==> config.mk <==
export PLATFORM = sky130hd
export DESIGN_NAME = cdc_core
export DESIGN_NICKNAME = d
export VERILOG_FILES = /design/src/shared/cdc_pkg.sv /design/src/core/cdc_core.sv
export VERILOG_INCLUDE_DIRS = /design/src /design/src/shared
export SDC_FILE = /design/constraint.sdc
export NUM_CORES = 1
export LEC_CHECK = 0
export BUFFER_PORTS_ARGS = -buffer_cell sky130_fd_sc_hd__buf_4
export CORE_MARGIN = 4
export CORE_UTILIZATION = 45
export CTS_BUF_LIST = sky130_fd_sc_hd__clkbuf_4 sky130_fd_sc_hd__clkbuf_8
export DETAILED_ROUTE_END_ITERATION = 6
export PLACE_DENSITY = 0.59
export SLEW_MARGIN = 10
export SYNTH_ARGS = -nofsm -noshare
export SYNTH_HDL_FRONTEND = slang
export SYNTH_SLANG_ARGS = --single-unit
export TNS_END_PERCENT = 5
==> constraint.sdc <==
create_clock -name clk_in -period 24.4 [get_ports clk_in]
set_clock_uncertainty 0.1 [all_clocks]
set_input_delay 1.22 -clock clk_in [delete_from_list [all_inputs] [get_ports clk_in]]
set_output_delay 1.22 -clock clk_in [all_outputs]
set_load 0.005 [all_outputs]
==> src/shared/cdc_cfg.svh <==
// constants for the clear, decrement and complement execution block
`ifndef CDC_CFG_SVH
`define CDC_CFG_SVH

// ----------------------------------------
// register offsets (byte addresses)
// ----------------------------------------
`define CDC_OFS_OPCODE 8'h00
`define CDC_OFS_ACC 8'h04
`define CDC_OFS_STATUS 8'h08
`define CDC_OFS_WATCHDOG 8'h0c
`define CDC_OFS_FILE_ADDR 8'h10
`define CDC_OFS_FILE_DATA 8'h14

// ----------------------------------------
// status field positions
// ----------------------------------------
`define CDC_STATUS_ZERO_BIT 0
`define CDC_STATUS_TIMEOUT_BIT 1
`define CDC_STATUS_POWERDOWN_BIT 2

// ----------------------------------------
// opcodes and patterns
// ----------------------------------------
`define CDC_OPC_CLEAR_ACC 14'h0103
`define CDC_OPC_CLEAR_WATCHDOG 14'h0064
`define CDC_PAT_DECREMENT 6'h03
`define CDC_PAT_COMPLEMENT 6'h09
`define CDC_DEST_BIT 7

// ----------------------------------------
// reset values and responses
// ----------------------------------------
`define CDC_RST_BYTE 8'h00
`define CDC_RST_STATUS_N 1'b1
`define CDC_RESP_OKAY 2'h0
`define CDC_RESP_SLVERR 2'h2

`endif

==> src/shared/cdc_pkg.sv <==
// types for the clear, decrement and complement execution block
package cdc_pkg;
    typedef logic [13:0] cdc_opcode_t;
    typedef logic [7:0] cdc_byte_t;

    typedef enum logic [4:0] {
        CDC_OP_NONE = 5'h01,
        CDC_OP_CLEAR_ACC = 5'h02,
        CDC_OP_CLEAR_WATCHDOG = 5'h04,
        CDC_OP_DECREMENT = 5'h08,
        CDC_OP_COMPLEMENT = 5'h10
    } cdc_op_e;
endpackage : cdc_pkg

==> src/core/cdc_core.sv <==
// execution of clear-accumulator, clear-watchdog, decrement-file and complement-file opcodes
//
// Contract
// [RULE1] fixed clear opcode loads zero into accumulator and sets zero flag, one cycle
// [RULE2] fixed watchdog opcode resets watchdog counter to zero in one cycle
// [RULE3] watchdog opcode also resets the watchdog prescaler to zero together
// [RULE4] watchdog opcode sets timeout and powerdown status bits (active low) to one
// [RULE5] decrement pattern subtracts one from addressed file register, updates zero, one cycle
// [RULE6] destination bit zero writes accumulator, one writes the addressed file register
// [RULE7] complement pattern inverts addressed file register, routes by destination, updates zero
// [RULE8] zero flag follows eight-bit result; low seven opcode bits select file register
//
// Added by the designer: the register addresses and the AXI4-Lite interface to the registers.
`timescale 1ns/1ns
`include "cdc_cfg.svh"

module cdc_core (
    // clock and reset
    input wire logic clk_in,
    input wire logic reset_n_in,
    // axi4-lite write address and data
    input wire logic [7:0] s_awaddr_in,
    input wire logic s_awvalid_in,
    output logic s_awready_out,
    input wire logic [31:0] s_wdata_in,
    input wire logic [3:0] s_wstrb_in,
    input wire logic s_wvalid_in,
    output logic s_wready_out,
    // axi4-lite write response
    output logic [1:0] s_bresp_out,
    output logic s_bvalid_out,
    input wire logic s_bready_in,
    // axi4-lite read
    input wire logic [7:0] s_araddr_in,
    input wire logic s_arvalid_in,
    output logic s_arready_out,
    output logic [31:0] s_rdata_out,
    output logic [1:0] s_rresp_out,
    output logic s_rvalid_out,
    input wire logic s_rready_in,
    // core status
    output logic timeout_status_n_out,
    output logic powerdown_status_n_out
);

    // ----------------------------------------
    // state
    // ----------------------------------------
    cdc_pkg::cdc_byte_t acc;
    logic zero_flag;
    cdc_pkg::cdc_byte_t file_reg [0:127];
    logic [6:0] file_addr;
    cdc_pkg::cdc_byte_t watchdog_counter;
    cdc_pkg::cdc_byte_t watchdog_prescaler;
    logic exec_valid;
    cdc_pkg::cdc_opcode_t exec_opcode;
    logic aw_full;
    logic w_full;
    logic [7:0] aw_addr;
    logic [31:0] w_data;
    logic [3:0] w_strb;

    // ----------------------------------------
    // helpers
    // ----------------------------------------
    function automatic cdc_pkg::cdc_op_e decode_op(input cdc_pkg::cdc_opcode_t opc);
        if (opc == `CDC_OPC_CLEAR_ACC) begin
            return cdc_pkg::CDC_OP_CLEAR_ACC;
        end else if (opc == `CDC_OPC_CLEAR_WATCHDOG) begin
            return cdc_pkg::CDC_OP_CLEAR_WATCHDOG;
        end else if (opc[13:8] == `CDC_PAT_DECREMENT) begin
            return cdc_pkg::CDC_OP_DECREMENT;
        end else if (opc[13:8] == `CDC_PAT_COMPLEMENT) begin
            return cdc_pkg::CDC_OP_COMPLEMENT;
        end else begin
            return cdc_pkg::CDC_OP_NONE;
        end
    endfunction : decode_op

    // the accumulator, file address and file data use only the low byte lane; the opcode spans bits 13:0
    function automatic cdc_pkg::cdc_byte_t merge_low(input cdc_pkg::cdc_byte_t old, input logic [31:0] data,
                                                     input logic [3:0] strb);
        return strb[0] ? data[7:0] : old;
    endfunction : merge_low

    // ----------------------------------------
    // execution datapath
    // ----------------------------------------
    cdc_pkg::cdc_op_e exec_op;
    cdc_pkg::cdc_byte_t operand;
    cdc_pkg::cdc_byte_t result;
    logic exec_to_file;
    logic exec_to_acc;
    logic sw_write;
    logic [7:0] sw_ofs;

    always_comb begin
        exec_op = exec_valid ? decode_op(exec_opcode) : cdc_pkg::CDC_OP_NONE;
        operand = file_reg[exec_opcode[6:0]]; // [RULE8]
        result = `CDC_RST_BYTE;
        exec_to_file = 1'b0;
        exec_to_acc = 1'b0;
        case (exec_op)
            cdc_pkg::CDC_OP_DECREMENT: begin
                result = operand - 8'h01; // [RULE5]
                exec_to_file = exec_opcode[`CDC_DEST_BIT]; // [RULE6]
                exec_to_acc = ~exec_opcode[`CDC_DEST_BIT];
            end
            cdc_pkg::CDC_OP_COMPLEMENT: begin
                result = ~operand; // [RULE7]
                exec_to_file = exec_opcode[`CDC_DEST_BIT]; // [RULE6]
                exec_to_acc = ~exec_opcode[`CDC_DEST_BIT];
            end
            default: begin
                result = `CDC_RST_BYTE;
            end
        endcase
    end

    assign sw_write = aw_full && w_full && !s_bvalid_out;
    assign sw_ofs = aw_addr;

    // opcode written by software executes on the following edge
    always_ff @(posedge clk_in or negedge reset_n_in) begin
        if (!reset_n_in) begin
            exec_valid <= 1'b0;
            exec_opcode <= 14'h0000;
        end else begin
            exec_valid <= sw_write && (sw_ofs == `CDC_OFS_OPCODE);
            if (sw_write && (sw_ofs == `CDC_OFS_OPCODE)) begin
                exec_opcode <= w_data[13:0];
            end
        end
    end

    always_ff @(posedge clk_in or negedge reset_n_in) begin
        if (!reset_n_in) begin
            acc <= `CDC_RST_BYTE;
            zero_flag <= 1'b0;
        end else if (exec_op == cdc_pkg::CDC_OP_CLEAR_ACC) begin
            acc <= `CDC_RST_BYTE; // [RULE1]
            zero_flag <= 1'b1; // [RULE1]
        end else if (exec_to_acc || exec_to_file) begin
            if (exec_to_acc) begin
                acc <= result; // [RULE6]
            end
            zero_flag <= (result == `CDC_RST_BYTE); // [RULE8]
        end else if (sw_write && sw_ofs == `CDC_OFS_ACC) begin
            acc <= merge_low(acc, w_data, w_strb);
        end
    end

    always_ff @(posedge clk_in) begin
        if (exec_to_file) begin
            file_reg[exec_opcode[6:0]] <= result; // [RULE6]
        end else if (sw_write && sw_ofs == `CDC_OFS_FILE_DATA && w_strb[0]) begin
            file_reg[file_addr] <= w_data[7:0];
        end
    end

    always_ff @(posedge clk_in or negedge reset_n_in) begin
        if (!reset_n_in) begin
            file_addr <= 7'h00;
        end else if (sw_write && sw_ofs == `CDC_OFS_FILE_ADDR && w_strb[0]) begin
            file_addr <= w_data[6:0];
        end
    end

    // ----------------------------------------
    // watchdog
    // ----------------------------------------
    // prescaler wrap is the slow tick enable for the counter
    always_ff @(posedge clk_in or negedge reset_n_in) begin
        if (!reset_n_in) begin
            watchdog_prescaler <= `CDC_RST_BYTE;
            watchdog_counter <= `CDC_RST_BYTE;
        end else if (exec_op == cdc_pkg::CDC_OP_CLEAR_WATCHDOG) begin
            watchdog_prescaler <= `CDC_RST_BYTE; // [RULE3]
            watchdog_counter <= `CDC_RST_BYTE; // [RULE2]
        end else begin
            watchdog_prescaler <= watchdog_prescaler + 8'h01;
            if (watchdog_prescaler == 8'hff) begin
                watchdog_counter <= watchdog_counter + 8'h01;
            end
        end
    end

    // clearing the watchdog also empties the counter, so a wrap cannot race it
    always_ff @(posedge clk_in or negedge reset_n_in) begin
        if (!reset_n_in) begin
            timeout_status_n_out <= `CDC_RST_STATUS_N;
            powerdown_status_n_out <= `CDC_RST_STATUS_N;
        end else if (exec_op == cdc_pkg::CDC_OP_CLEAR_WATCHDOG) begin
            timeout_status_n_out <= 1'b1; // [RULE4]
            powerdown_status_n_out <= 1'b1; // [RULE4]
        end else if (watchdog_prescaler == 8'hff && watchdog_counter == 8'hff) begin
            timeout_status_n_out <= 1'b0;
        end
    end

    // ----------------------------------------
    // axi4-lite write channel
    // ----------------------------------------
    always_ff @(posedge clk_in or negedge reset_n_in) begin
        if (!reset_n_in) begin
            aw_full <= 1'b0;
            w_full <= 1'b0;
            aw_addr <= 8'h00;
            w_data <= 32'h00000000;
            w_strb <= 4'h0;
            s_awready_out <= 1'b1;
            s_wready_out <= 1'b1;
            s_bvalid_out <= 1'b0;
            s_bresp_out <= `CDC_RESP_OKAY;
        end else begin
            if (s_awvalid_in && s_awready_out) begin
                aw_full <= 1'b1;
                aw_addr <= {s_awaddr_in[7:2], 2'b00};
                s_awready_out <= 1'b0;
            end
            if (s_wvalid_in && s_wready_out) begin
                w_full <= 1'b1;
                w_data <= s_wdata_in;
                w_strb <= s_wstrb_in;
                s_wready_out <= 1'b0;
            end
            if (sw_write) begin
                aw_full <= 1'b0;
                w_full <= 1'b0;
                s_bvalid_out <= 1'b1;
                if (sw_ofs == `CDC_OFS_OPCODE || sw_ofs == `CDC_OFS_ACC ||
                    sw_ofs == `CDC_OFS_FILE_ADDR || sw_ofs == `CDC_OFS_FILE_DATA) begin
                    s_bresp_out <= `CDC_RESP_OKAY;
                end else begin
                    s_bresp_out <= `CDC_RESP_SLVERR;
                end
            end else if (s_bvalid_out && s_bready_in) begin
                s_bvalid_out <= 1'b0;
                s_awready_out <= 1'b1;
                s_wready_out <= 1'b1;
            end
        end
    end

    // ----------------------------------------
    // axi4-lite read channel
    // ----------------------------------------
    always_ff @(posedge clk_in or negedge reset_n_in) begin
        if (!reset_n_in) begin
            s_arready_out <= 1'b1;
            s_rvalid_out <= 1'b0;
            s_rdata_out <= 32'h00000000;
            s_rresp_out <= `CDC_RESP_OKAY;
        end else if (s_arvalid_in && s_arready_out) begin
            s_arready_out <= 1'b0;
            s_rvalid_out <= 1'b1;
            s_rresp_out <= `CDC_RESP_OKAY;
            s_rdata_out <= 32'h00000000;
            if (s_araddr_in[7:2] == `CDC_OFS_OPCODE >> 2) begin
                s_rdata_out <= {18'h00000, exec_opcode};
            end else if (s_araddr_in[7:2] == `CDC_OFS_ACC >> 2) begin
                s_rdata_out <= {24'h000000, acc};
            end else if (s_araddr_in[7:2] == `CDC_OFS_STATUS >> 2) begin
                s_rdata_out <= {29'h00000000, powerdown_status_n_out, timeout_status_n_out, zero_flag};
            end else if (s_araddr_in[7:2] == `CDC_OFS_WATCHDOG >> 2) begin
                s_rdata_out <= {16'h0000, watchdog_prescaler, watchdog_counter};
            end else if (s_araddr_in[7:2] == `CDC_OFS_FILE_ADDR >> 2) begin
                s_rdata_out <= {25'h0000000, file_addr};
            end else if (s_araddr_in[7:2] == `CDC_OFS_FILE_DATA >> 2) begin
                s_rdata_out <= {24'h000000, file_reg[file_addr]};
            end else begin
                s_rresp_out <= `CDC_RESP_SLVERR;
            end
        end else if (s_rvalid_out && s_rready_in) begin
            s_rvalid_out <= 1'b0;
            s_arready_out <= 1'b1;
        end
    end
endmodule : cdc_core

# After elaboration in Yosys (flattened, before gate mapping)
# Memory sizes are Yosys's and may differ from the RTL's.
# Index checks and enable logic that the tools add are counted.
word_totals:
  reg_bits: 112
  mem_bits_rw: 1024
  elab_cells: 137
  memories: 1
mem_list:
  columns: ["name", "depth", "word_bits", "read_ports", "rd_clocked_by_memory_dff", "write_ports", "line_no", "source"]
  rows:
  - ["file_reg", 128, 8, 2, 0, 1, "cdc_core.sv:51", "cdc_pkg::cdc_byte_t file_reg [0:127];"]
op_classes:
  n_addsub: 3
  eq_ne: 19
  mux: 57
  n_bitwise: 2
  n_reduce_logical: 34
op_table:
  columns: ["cell", "n"]
  rows:
  - ["2-to-1 mux 8 bit", 11]
  - ["2-to-1 mux 16 bit", 4]
  - ["2-to-1 mux 1 bit", 28]
  - ["2-to-1 mux 5 bit", 5]
  - ["== test 6 x 3 -> 1 bit (second input constant)", 4]
  - ["== test 6 x 2 -> 1 bit (second input constant)", 3]
  - ["adder 8 x 1 -> 8 bit (second input constant)", 2]
  - ["== test 8 bit (second input constant)", 2]
  - ["zero test 8 bit", 2]
  - ["one-hot mux 8 bit (2 select lines)", 1]
  - ["== test 14 x 7 -> 1 bit (second input constant)", 1]
  - ["== test 14 x 9 -> 1 bit (second input constant)", 1]
  - ["logical AND 1 bit", 14]
  - ["2-to-1 mux 2 bit", 7]
  - ["nonzero test 2 bit", 7]
  - ["== test 6 x 1 -> 1 bit (second input constant)", 2]
  - ["inverter 8 bit", 1]
  - ["OR reduction 8 bit", 1]
  - ["subtractor 8 x 1 -> 8 bit (second input constant)", 1]
  - ["2-to-1 mux 7 bit", 1]
  - ["== test 6 x 4 -> 1 bit (second input constant)", 1]
  - ["zero test 6 bit", 1]
  - ["nonzero test 3 bit", 2]
  - ["== test 5 x 2 -> 1 bit (second input constant)", 1]
  - ["other kinds (9)", 12]

# Logic depth before layout (Yosys ltp)
logic_depth:
  ltp_word: 13
  mapped_depth: 19
  mapped_depth_nobuf: 13

# Least setup slack after synthesis
# Ideal clock, no wire load.
synth_timing:
  path_kind: "reg-to-reg"
  startpoint: "register exec_opcode[0]"
  endpoint: "memory file_reg[0][6] (netlist bit), data pin"
  arrival_time_ns: 6.824
  required_ns: 23.505
  setup_slack_ns: 16.681
  path_stages_with_launch: 17
  n_path_buf: 3
  synth_period_minus_slack_ns: 7.719
  cell_sequence: "dfrtp_1 -> buf_6 -> buf_6 -> buf_2 -> mux4_2 -> a22oi_1 -> nand2_1 -> a2111o_1 -> o32ai_4 -> ha_1 -> inv_1 -> nor4b_2 -> o21ai_1 -> or4_1 -> a22oi_1 -> nor2_1 -> nor2_1"
synth_via:
  elab_chain_cells: 11
  elab_cells_between_ends: 17
  cone_classes: "add/sub (1); eq/ne (4); mux (8); bitwise (1); reduce/logical (2); memory (1)"
synth_lines:
  columns: ["element", "line_no", "source"]
  rows:
  - ["from (decl)", "cdc_core.sv:56", "cdc_pkg::cdc_opcode_t exec_opcode;"]
  - ["from (signal assigned)", "cdc_core.sv:131", "exec_opcode <= w_data[13:0];"]
  - ["parallel branches: the longest is 10 deep, another holds memory (128 x 8 bit)", null, null]
  - ["2-to-1 mux 8 bit (no line) (*)", null, null]
  - ["to (decl)", "cdc_core.sv:51", null]
# Mark *: on every way between the ends.

# Worst setup path in the final report
layout_timing:
  startpoint: "register exec_opcode[0]"
  endpoint: "memory file_reg[55][6] (netlist bit), data pin"
# The elaborated chain is that of the path after synthesis.

==> results.tsv <==
metric	value	unit
status	finished with violations	
failing checks	DRC	
most frequent cells in the layout	edfxtp_1 (1024), mux4_2 (555), nor2_1 (203)	
commonest non-fill, non-tap cell in the layout	edfxtp_1	
die height	351	um
initial antenna violation count	3	
Post-CTS Setup Inserts	0	
RSZ-0062 raised after global routing	false	
Synth Instances	2892	
share of cells above drive strength 1	0.351	
IO Pins	102	
Post-Synthesis Cell Area	53000	sq um
EDFF count, synth	1024	
PwrDens	93.1	nW/um^2
VDD IR max	90.3	uV
setup violators final	0	
Max Cap Violations	0	
Starting Density	0.455	
crit path DAT	8.59	ns
Worst-Margin Slew	1.33	ns
Crit Path Class	reg -> reg	
Slew HR	0.107	
placer congestion estimate	0.922	
Final min period	8.17	ns
Core Util, Final	0.503	
DR pass1 iterations	7	
max FFs per register	1024	
Port Buffers	57	
final hold violations	0	
Clock transition at path regs	0.06	ns
first-pass GRT wire length	233	mm
fin crit share	0.335	
synthesis warning total	0	
Async SR Flop Fraction	0.0841	
antenna-violating nets left	0	
CP Launch Type	register	
vias in the first global route	31628	
Critical Path Fanout Max	84	
CTS sink cnt	1118	
Fmax achieved	122	MHz
synth unique cells	79	
DPL Wire Length	104	mm
Iteration-0 DRC Markers	4110	
die area	123000	sq um
# DRC	2	
TritonCTS Buffers	184	
DRT Wirelength	164	mm
Sum Neg Setup Slack	0	ns
Nets	3037	
leakage	17.3	nW
H-tree Lvls	4	
largest net degree at the start of global routing	110	
Area growth, synth to finish	10.6	%
FF+latch count, synth	1118	
vias post-DR	31066	
Synth area leaders	edfxtp_1 (58%), mux4_2 (24%), dfrtp_1 (4.2%)	
CTS tree	done	
largest area contributor in the netlist	edfxtp_1	
clk_lat worst skew	0.88	ns
Critical Path End Type	register	
GRT overflow	0	
Core ar.	117000	sq um
hold buffers post-CTS	0	
register area share after synthesis	0.624	
Tightest Hold Check Type	in -> async	
top cell type's share of synthesized area	0.580	
via/cell ratio	6.68	
fin. max-slew vios	0	
Die Wd	351	um
WL per Instance	35.2	um
syn avg cell area	18.3	sq um
Rows	125	
Tot GR Track Use	0.267	
Synth Flop Type	edfxtp_1	
Critical Path RT	24.82	ns
Resize count post-CTS	0	
clk root buf	clkbuf_8	
CTS Buffer Depth	3	
cell type report:
| class | count | area, sq um |
|---|---|---|
| Timing Repair Buffer | 129 | 1020 |
| Multi-Input combinational cell | 1526 | 18800 |
| Fill cell | 9432 | 58000 |
| Tap cell | 1524 | 1910 |
| Clock buffer | 254 | 3110 |
| Clock inverter | 85 | 679 |
| Inverter | 16 | 60.1 |
| Sequential cell | 1118 | 33100 |
| Antenna cell | 1 | 2.50 |
cells in the mapped netlist (4+ instances only):
master,number
a22o_1,6
a21o_1,4
nand2b_1,10
a211oi_1,12
a221oi_1,15
o21ai_0,47
o221ai_1,8
a22oi_1,52
edfxtp_1,1024
nand2_1,113
and3_1,10
a32oi_1,4
dfstp_2,4
xnor2_1,6
or2_2,22
buf_4,31
nand4_1,8
nand3_1,23
mux2i_1,102
a31oi_1,22
o22ai_1,23
a21oi_1,50
nand3b_1,5
buf_6,17
buf_2,34
mux4_2,555
mux2_2,58
nor3b_1,9
xor2_1,7
a211o_1,6
o21a_1,4
and2_1,8
nor3_1,23
inv_1,14
a2111oi_0,5
clkbuf_1,128
buf_1,36
nor4_1,4
nor2_1,206
or3_1,14
nor2b_1,19
dfrtp_1,90
power by group:
part | total [mW] | switching, mW | internal (mW)
Clock | 1.71 | 0.773 | 0.935
Sequential | 2.30 | 0.104 | 2.19
Combinational | 1.46 | 0.908 | 0.548
Total | 5.46 | 1.78 | 3.68
layer usage:
layer	part of all wire	wire, um	GRT usage
met2	0.46	75500	0.409
met1	0.39	63900	0.368
met5	0	0	0
met4	0.048	7890	0.118
met3	0.10	16500	0.0648
kinds of logic after synthesis:
| family | synth area share |
|---|---|
| other cells | 0.000142 |
| fa+ha+maj | 0.000708 |
| xor+xnor | 0.00215 |
| mux | 0.267 |
| flops | 0.624 |
| simple gates | 0.0433 |
| buf+inv | 0.0249 |
| compound gates | 0.0374 |
per-stage QoR:
stage               setup WS [ns]  area (sq um)  cells  power [mW]  hold WS, ns
finish                      16.23         58700   4653        5.46        0.125
global route                15.77         58700   4653        5.63       0.0860
CTS                         16.31         58600   4651        5.47       0.0404
detailed placement          16.37         54900   4312        3.77        0.366
global placement            16.53         54900   4312        3.75        0.373
floorplan                   16.68         53100   2909        3.18        0.333
worst max-delay path, stage by stage, from the launching register on:
cell	delay, ns
dfrtp_4	0.90
buf_12	0.50
buf_4	0.83
mux4_2	0.62
a22o_1	0.21
a221oi_1	0.85
o22ai_1	0.20
o2bb2ai_2	0.38
ha_1	0.26
inv_1	0.08
nor4b_2	0.43
o21ai_1	0.19
or4_1	0.57
a22oi_1	0.41
nor2_1	0.14
nor2_4	0.17
buf_4	0.54
final timing paths:
| check | startpoint | to | slack [ns] | cells past startpoint |
|---|---|---|---|---|
| max | exec_opcode[0]$_DFFE_PN0P_ | file_reg[55][6]$_DFFE_PP_ | 16.23 | 16 |
| min | reset_n_in | w_data[0]$_DFFE_PN0P_ | 0.12 | 1 |
| max reg2reg | exec_opcode[0]$_DFFE_PN0P_ | file_reg[55][6]$_DFFE_PP_ | 16.23 | 16 |
| min reg2reg | w_data[12]$_DFFE_PN0P_ | exec_opcode[12]$_DFFE_PN0P_ | 0.37 | 2 |
| max in group asynchronous | reset_n_in | file_addr[3]$_DFFE_PN0P_ | 22.72 | 2 |
| min in group clk_in | w_data[12]$_DFFE_PN0P_ | exec_opcode[12]$_DFFE_PN0P_ | 0.37 | 2 |
(Power assumes the default switching activity.)
